`config.mk`:
```
export PLATFORM = sky130hd
export DESIGN_NAME = cssc_clock_startup
export DESIGN_NICKNAME = d
export VERILOG_FILES = /design/src/logic/cssc_clock_startup.v
export VERILOG_INCLUDE_DIRS = /design/src /design/src/shared
export SDC_FILE = /design/constraint.sdc
export NUM_CORES = 1
export LEC_CHECK = 0
export BUFFER_PORTS_ARGS = -buffer_cell sky130_fd_sc_hd__buf_2
export CORE_UTILIZATION = 36
export DETAILED_ROUTE_END_ITERATION = 16
export PLACE_DENSITY_LB_ADDON = 0.15
export SLEW_MARGIN = 0
export SYNTH_ARGS = -nofsm -noshare
export SYNTH_HDL_FRONTEND = slang
export SYNTH_SLANG_ARGS = --single-unit
```
`constraint.sdc`:
```
create_clock -name clk_i -period 5.95 [get_ports clk_i]
set_clock_uncertainty 0.1 [all_clocks]
set_input_delay 1.19 -clock clk_i [delete_from_list [all_inputs] [get_ports clk_i]]
set_output_delay 1.19 -clock clk_i [all_outputs]
set_load 0.01 [all_outputs]
```
`src/shared/cssc_defs.vh`:
```
// Constants for the clock source and start-up control block.
`ifndef CSSC_DEFS_VH
`define CSSC_DEFS_VH
// ---------------------------------------------------------------
// Register offsets (byte addresses)
// ---------------------------------------------------------------
`define CSSC_OFF_CTRL 8'h00
`define CSSC_OFF_STATUS 8'h04
`define CSSC_OFF_TRIM 8'h08
`define CSSC_OFF_FUSE 8'h0c
// ---------------------------------------------------------------
// Clock source select codes
// ---------------------------------------------------------------
`define CSSC_SRC_XCVR_MIN 4'h6
`define CSSC_SRC_LP128 4'h3
`define CSSC_SRC_RC 4'h2
`define CSSC_SRC_EXT 4'h0
// ---------------------------------------------------------------
// Shipped fuse values
// ---------------------------------------------------------------
`define CSSC_SHIP_SRC 4'h2
`define CSSC_SHIP_SUT 2'h2
`define CSSC_SHIP_DIV8 1'b0
// ---------------------------------------------------------------
// Timing counts
// ---------------------------------------------------------------
`define CSSC_TOUT_SHORT 14'd512
`define CSSC_TOUT_LONG 14'd8192
`define CSSC_START_WAKE 16'd6
`define CSSC_START_RESET 16'd14
`define CSSC_START_MAX 16'd32768
// ---------------------------------------------------------------
// Control register fields
// ---------------------------------------------------------------
`define CSSC_CTRL_CORE 0
`define CSSC_CTRL_PERIPH 1
`define CSSC_CTRL_CONV 2
`define CSSC_CTRL_ASY 3
`define CSSC_CTRL_WAKE 4
`define CSSC_TRIM_RESET 8'h80
`endif

```
`src/logic/cssc_clock_startup.v`:
```
// Clock source select, start-up reset sequencing and clock gating.
`timescale 1ns/1ps
`include "cssc_defs.vh"

// Overview of operation
// - Source select 1111..0110 transceiver, 0011 low 128k, 0010 RC, 0000 external.
// - A fuse bit read as one is unprogrammed, zero is programmed.
// - Shipped: source 0010, start-up 10, divide-by-eight programmed, 1 MHz.
// - Internal reset stays asserted a time-out after other resets release.
// - Time-out counted in watchdog oscillator cycles, chosen by fuse fields.
// - Time-out lengths are 0, 512 or 8192 watchdog cycles.
// - Ripple counter on selected oscillator holds reset for start-up cycles.
// - Reset applies time-out plus start-up; wake applies start-up only.
// - Factory calibration byte copied into trim register during reset.
// - Software may write trim register to retune the RC oscillator.
// - With RC source, watchdog oscillator still times the reset time-out.
// - RC start-up field 00, 01, 10 give 6 CK/14CK, plus 4 or 64 ms; 11 reserved.
// - Transceiver clock always comes from the 16 MHz crystal.
// - Prescaled clock distributed to domains, gated by sleep mode.
// - Stopping core clock freezes the processor core.
// - Program memory clock is gated together with the core clock.
// - Async interrupt and two-wire detection work with peripheral clock halted.
// - Async timer has own domain and counts during sleep.
// - Converter domain keeps running when core and peripheral halt.
// - Start-up count depends on clock type, 6 up to 16K cycles.
module cssc_clock_startup (
	// Clock and reset
	input wire clk_i,
	input wire rst_i,
	// Fuse storage and factory calibration
	input wire [3:0] clock_source_select_fuses_i,
	input wire [1:0] startup_time_fuses_i,
	input wire divide_by_eight_fuse_i,
	input wire [7:0] factory_cal_i,
	// Oscillator tick pins from outside the clock domain
	input wire wdt_osc_i,
	input wire sel_osc_i,
	input wire xtal16_osc_i,
	input wire async_osc_i,
	// Asynchronous wake events
	input wire async_wake_i,
	// Wishbone slave
	input wire wb_cyc_i,
	input wire wb_stb_i,
	input wire wb_we_i,
	input wire [7:0] wb_adr_i,
	input wire [3:0] wb_sel_i,
	input wire [31:0] wb_dat_i,
	output reg [31:0] wb_dat_o,
	output reg wb_ack_o,
	// Clock enables and internal reset
	output reg internal_reset_o,
	output reg core_clock_en_o,
	output reg program_memory_clock_en_o,
	output reg peripheral_clock_en_o,
	output reg converter_clock_en_o,
	output reg async_timer_clock_en_o,
	output reg xcvr_clock_en_o,
	output reg async_detect_en_o,
	output reg [7:0] oscillator_trim_value_o,
	output reg div8_o
);

	// -----------------------------------------------------------
	// Sequencer states
	// -----------------------------------------------------------
	localparam ST_TOUT = 4'b0001;
	localparam ST_START = 4'b0010;
	localparam ST_RUN = 4'b0100;
	localparam ST_SLEEP = 4'b1000;

	// -----------------------------------------------------------
	// Synchronisers and edge detect
	// -----------------------------------------------------------
	reg [3:0] sync1, sync2, sync3;
	reg wake_s1, wake_s2;
	wire wdt_tick = sync2[0] & ~sync3[0];
	wire osc_tick = sync2[1] & ~sync3[1];
	wire xtal_tick = sync2[2] & ~sync3[2];
	wire asy_tick = sync2[3] & ~sync3[3];

	always @(posedge clk_i) begin
		sync1 <= {async_osc_i, xtal16_osc_i, sel_osc_i, wdt_osc_i};
		sync2 <= sync1;
		sync3 <= sync2;
		wake_s1 <= async_wake_i;
		wake_s2 <= wake_s1;
	end

	// -----------------------------------------------------------
	// Fuse latch
	// -----------------------------------------------------------
	reg [3:0] src;
	reg [1:0] startup_time_fuses;
	reg div8;

	always @(posedge clk_i) begin
		if (rst_i) begin
			src <= clock_source_select_fuses_i;
			startup_time_fuses <= startup_time_fuses_i;
			div8 <= divide_by_eight_fuse_i;
		end
	end

	// -----------------------------------------------------------
	// Decode of time-out and start-up counts
	// -----------------------------------------------------------
	function [13:0] tout_len;
		input [3:0] s;
		input [1:0] t;
		reg [2:0] code;
		begin
			code = 3'd0;
			if (s >= `CSSC_SRC_XCVR_MIN) begin
				code = {s[0], t};
				case (code)
					3'd2, 3'd5: tout_len = 14'd0;
					3'd0, 3'd3, 3'd6: tout_len = `CSSC_TOUT_SHORT;
					default: tout_len = `CSSC_TOUT_LONG;
				endcase
			end else begin
				case (t)
					2'd1: tout_len = `CSSC_TOUT_SHORT;
					2'd2: tout_len = `CSSC_TOUT_LONG;
					default: tout_len = 14'd0;
				endcase
			end
		end
	endfunction

	function [15:0] start_len;
		input [3:0] s;
		input [1:0] t;
		input from_reset;
		reg [2:0] code;
		begin
			code = {s[0], t};
			if (s >= `CSSC_SRC_XCVR_MIN) begin
				if (code < 3'd2)
					start_len = 16'd258;
				else if (code < 3'd5)
					start_len = 16'd1024;
				else
					start_len = 16'd16384;
			end else if (from_reset)
				start_len = `CSSC_START_RESET;
			else
				start_len = `CSSC_START_WAKE;
		end
	endfunction

	// Reserved codes fall back to the shipped source and start-up values.
	wire src_reserved = (src == 4'h1) || (src == 4'h4) || (src == 4'h5);
	wire sut_reserved = (src < `CSSC_SRC_XCVR_MIN) && (startup_time_fuses == 2'h3);
	wire [3:0] eff_src = src_reserved ? `CSSC_SHIP_SRC : src;
	wire [1:0] eff_sut = sut_reserved ? `CSSC_SHIP_SUT : startup_time_fuses;

	// -----------------------------------------------------------
	// Registers
	// -----------------------------------------------------------
	reg [4:0] ctrl;
	reg [3:0] state;
	reg from_reset;
	reg [13:0] tout_cnt;
	reg [15:0] start_cnt;
	reg [31:0] next_rdata;
	wire wb_req = wb_cyc_i & wb_stb_i & ~wb_ack_o;
	wire wb_wr = wb_req & wb_we_i & wb_sel_i[0];

	always @* begin
		case (wb_adr_i)
			`CSSC_OFF_CTRL: next_rdata = {27'h0, ctrl};
			`CSSC_OFF_STATUS: next_rdata = {27'h0, from_reset, state};
			`CSSC_OFF_TRIM: next_rdata = {24'h0, oscillator_trim_value_o};
			`CSSC_OFF_FUSE: next_rdata = {25'h0, div8, startup_time_fuses, src};
			default: next_rdata = 32'h0;
		endcase
	end

	always @(posedge clk_i) begin
		if (rst_i) begin
			wb_ack_o <= 1'b0;
			wb_dat_o <= 32'h0;
			ctrl <= 5'h0f;
		end else begin
			wb_ack_o <= wb_req;
			wb_dat_o <= wb_req ? next_rdata : 32'h0;
			if (wb_wr && wb_adr_i == `CSSC_OFF_CTRL)
				ctrl <= wb_dat_i[4:0];
			else if (state != ST_RUN)
				ctrl[`CSSC_CTRL_WAKE] <= 1'b0;
		end
	end

	// Trim register: factory value during reset, software afterwards.
	always @(posedge clk_i) begin
		if (rst_i)
			oscillator_trim_value_o <= factory_cal_i;
		else if (wb_wr && wb_adr_i == `CSSC_OFF_TRIM)
			oscillator_trim_value_o <= wb_dat_i[7:0];
	end

	// -----------------------------------------------------------
	// Start-up sequencer
	// -----------------------------------------------------------
	wire sleep_req = (ctrl[`CSSC_CTRL_CORE] == 1'b0);
	wire wake = wake_s2 | ctrl[`CSSC_CTRL_WAKE];

	always @(posedge clk_i) begin
		if (rst_i) begin
			state <= ST_TOUT;
			from_reset <= 1'b1;
			tout_cnt <= 14'd0;
			start_cnt <= 16'd0;
		end else begin
			case (state)
				ST_TOUT: begin
					if (tout_cnt >= tout_len(eff_src, eff_sut)) begin
						state <= ST_START;
						start_cnt <= 16'd0;
					end else if (wdt_tick)
						tout_cnt <= tout_cnt + 14'd1;
				end
				ST_START: begin
					if (start_cnt >= start_len(eff_src, eff_sut, from_reset))
						state <= ST_RUN;
					else if (eff_src >= `CSSC_SRC_XCVR_MIN ? xtal_tick : osc_tick)
						start_cnt <= start_cnt + 16'd1;
				end
				ST_RUN: begin
					if (sleep_req)
						state <= ST_SLEEP;
				end
				ST_SLEEP: begin
					if (wake) begin
						state <= ST_START;
						from_reset <= 1'b0;
						start_cnt <= 16'd0;
					end
				end
				default: state <= ST_TOUT;
			endcase
		end
	end

	// -----------------------------------------------------------
	// Clock distribution
	// -----------------------------------------------------------
	always @(posedge clk_i) begin
		if (rst_i) begin
			internal_reset_o <= 1'b1;
			core_clock_en_o <= 1'b0;
			program_memory_clock_en_o <= 1'b0;
			peripheral_clock_en_o <= 1'b0;
			converter_clock_en_o <= 1'b0;
			async_timer_clock_en_o <= 1'b0;
			xcvr_clock_en_o <= 1'b0;
			async_detect_en_o <= 1'b0;
			div8_o <= 1'b0;
		end else begin
			internal_reset_o <= (state == ST_TOUT) || (state == ST_START && from_reset);
			core_clock_en_o <= (state == ST_RUN) & ctrl[`CSSC_CTRL_CORE];
			program_memory_clock_en_o <= (state == ST_RUN) & ctrl[`CSSC_CTRL_CORE];
			peripheral_clock_en_o <= (state == ST_RUN) & ctrl[`CSSC_CTRL_PERIPH];
			converter_clock_en_o <= ctrl[`CSSC_CTRL_CONV] & ~internal_reset_o;
			async_timer_clock_en_o <= asy_tick & ctrl[`CSSC_CTRL_ASY];
			xcvr_clock_en_o <= xtal_tick;
			async_detect_en_o <= ~peripheral_clock_en_o;
			div8_o <= ~div8;
		end
	end

endmodule

```
==> key figures <==
Status
  • Outcome: finished clean

Drt
  • Drt wl/cell: 14.5 um
  • Metal2 WL: 4.22 mm
  • DR vias: 3074
  • Detail Route Antenna Nets: 0
  • Drt initial violations: 133
  • Post-Route M1 WL: 4.27 mm
  • DR WL met3: 253 um
  • Final WL: 8.85 mm
  • Via/cell ratio: 5.05
  • Max layer used: met4
  • Drt pass-1 iters: 4
  • Residual DRC: 0

Die
  • Row cnt: 38
  • I/O pin cnt: 119
  • Core Box Area: 11000 um^2
  • Chip Height: 109 um
  • Initial Util: 37.4%
  • Die W: 109 um
  • Die area: 11900 um^2

Clock network
  • H-tree depth: 3
  • Num CTS Buffers: 9
  • Clock-pin transition on the worst setup and hold timing paths: 60 ps
  • Root buf cell: clkbuf_16
  • CTS tree: yes
  • Clk_lat worst skew: 340 ps
  • Sink Count: 86
  • Post-CTS resize count: 0
  • Longest Clk Path Bufs: 2
  • Setup Fix Bufs, Post-CTS: 0
  • Cts hold-fix bufs: 0

Hold path
  • Worst Min Path Start: sync1[1]
  • Hold Crit Depth: 0
  • Min-Delay Endpoint: sync2[1]
  • Hold crit path type: reg2reg

Final layout
  • Total Nets Final: 544
  • Share of layout cells above drive strength 1: 23.7%
  • Syn-to-layout area delta: 14.1%
  • Diodes inserted: 0
  • Layout Utilization: 42.7%

GRT
  • GRT Overall Usage: 15.5%
  • First-pass GRT wire length: 14.0 mm
  • Initial antenna violation count: 0
  • Number of global-route vias before repair: 2838
  • Pin count of the biggest net entering global routing: 47
  • Gr ovfl total: 0

Critical path
  • Critical-path cell list: a21oi_2, nor3_1, a21oi_1, nor2b_1, a221oi_1, ha_1, nor4b_2, and4_1, o21ai_2, nand2b_1, or4_1, a21oi_1
  • Worst path required time: 6110 ps
  • Crit path capture type: flop
  • Crit path launch type: flop
  • Reg2reg end: start_cnt[9]
  • Reg2Reg Setup Slack: 2130 ps
  • Cell count of the worst reg-to-reg path: 12
  • Reg-to-reg critical path startpoint: src[2]
  • Worst-path maximum fanout: 21
  • CP peak stage delay: 630 ps
  • Crit Path Category: reg2reg
  • CP max-delay cell: or4_1
  • WP data arrival: 3980 ps
  • CP most frequent cell: a21oi_1

STA
  • RSZ-0062 raised after global routing: false
  • Final hold violation count: 0
  • Fin crit share: 64.2%
  • Relative slew slack: 22.6%
  • Slew Viols, Final: 0
  • Final number of setup-violating endpoints: 0
  • Worst-margin pin slew: 1140 ps
  • Fmax: 262 MHz
  • Fin worst setup slack: 2130 ps
  • Setup TNS: 0 ps
  • Fin crit period: 3820 ps

Place
  • Dpl hpwl: 6.38 mm
  • Pre-CTS WS: 2130 ps
  • PortBufs: 67
  • GPL Wtd Cong: 0.803

Logic synthesis
  • Mapped Area: 4110 um^2
  • Synthesized flop and latch total: 86
  • Sequential area share after synthesis: 45.5%
  • Avg Inst Size Synth: 10.1 um^2
  • Distinct cells, synth: 67
  • YS warnings: 0
  • Mapped Cells: 408
  • Number of synthesized flops with an enable pin: 15
  • Post-synthesis async set-or-reset flop share: 0%
  • Synth Flop Type: dfxtp_1

Power and ir drop
  • Pwr dens: 316 nW/um^2
  • Peak VDD IR: 196 uV
  • Leakage power: 1.85 nW

Run
  • Max cap viols: 0
-- cells in the final DEF (no fill, tap or decap), types with 10 or more instances in the layout --
cell type and n:
nor2b_1 10, nand2_1 30, mux2i_1 10, ha_1 11, a21oi_1 19, edfxtp_1 15, dfxtp_1 71, nand3_1 11
conb_1 24, nor2_1 30, buf_2 67
-- per-stage QoR --
step	instance area (um^2)	total power [mW]	hold WS [ps]	std cells
floorplan	4200	0.900	210	431
global placement	4400	0.943	213	593
detailed placement	4400	0.948	214	593
CTS	4690	1.50	228	609
global route	4690	1.55	235	609
finish	4690	1.48	226	609
-- per-layer routing --
metal / track usage (%) / vias up
met1: 19.9 / 1473
met4: 4.63 / 0
met3: 3.65 / 9
li1: - / 1545
met2: 25.7 / 47
met5: 0 / -
-- registers in the layout (all words and copies together), names as in the netlist, 5 cells and up --
name,count
tout_cnt,14
ctrl,5
wb_dat_o,8
start_cnt,16
oscillator_trim_value_o,8
-- where the power goes --
part / internal [mW] / leakage (nW) / total, mW / switching (mW)
sequential: 0.622 / 0.726 / 0.652 / 0.0295
clock: 0.324 / 0.136 / 0.549 / 0.225
combinational: 0.105 / 0.987 / 0.280 / 0.175
-- Yosys cell counts (9+ instances only) --
master,n,area share [%]
a21oi_1,19,2.3
buf_4,28,5.1
clkbuf_1,10,0.91
dfxtp_1,71,35
edfxtp_1,15,11
ha_1,11,3.3
mux2_2,9,2.5
mux2i_1,10,2.4
nand2_1,30,2.7
nand3_1,11,1.3
nand4_1,9,1.4
nor2_1,30,2.7
nor2b_1,10,1.5
nor4_1,9,1.4
-- cells by family after synthesis --
group | Yosys count | synth area share [%]
flip-flops | 86 | 45.5
adder cells (fa/ha/maj) | 11 | 3.35
AO/OA/AOI/OAI | 59 | 10.2
XOR/XNOR | 12 | 2.56
other | 1 | 0.0912
AND/OR/NAND/NOR | 161 | 22.3
buffers and inverters | 54 | 8.37
multiplexers | 24 | 7.64
-- worst max-delay path, delay by kind of cell, from the launching register on --
family | cells | cell delay, ps
AOI/OAI and AO/OA | 5 | 1080
adders and majority gates | 1 | 260
DFF | 1 | 430
and+or+nand+nor | 6 | 1870
-- layout make-up --
class | count | area [um^2]
flip-flops and latches | 86 | 1870
clock inverters | 6 | 62.6
clock buffers | 10 | 229
fillers | 1068 | 6290
inverters | 8 | 30.0
well taps | 140 | 175
multi-input cells | 291 | 1980
repair buffers | 68 | 343
-- how the worst max path moves through the flow --
stage | from | end | slack, ps | cells after the start
detailed placement | src[2] | start_cnt[9] | 2130 | 12
finish | src[2] | start_cnt[9] | 2130 | 12
global placement | src[2] | start_cnt[5] | 2220 | 12
CTS | src[2] | start_cnt[9] | 2110 | 12
global route | src[2] | start_cnt[4] | 1830 | 12
floorplan | startup_time_fuses[1] | start_cnt[12] | 2880 | 14
Power figures use the tool's default switching activity.
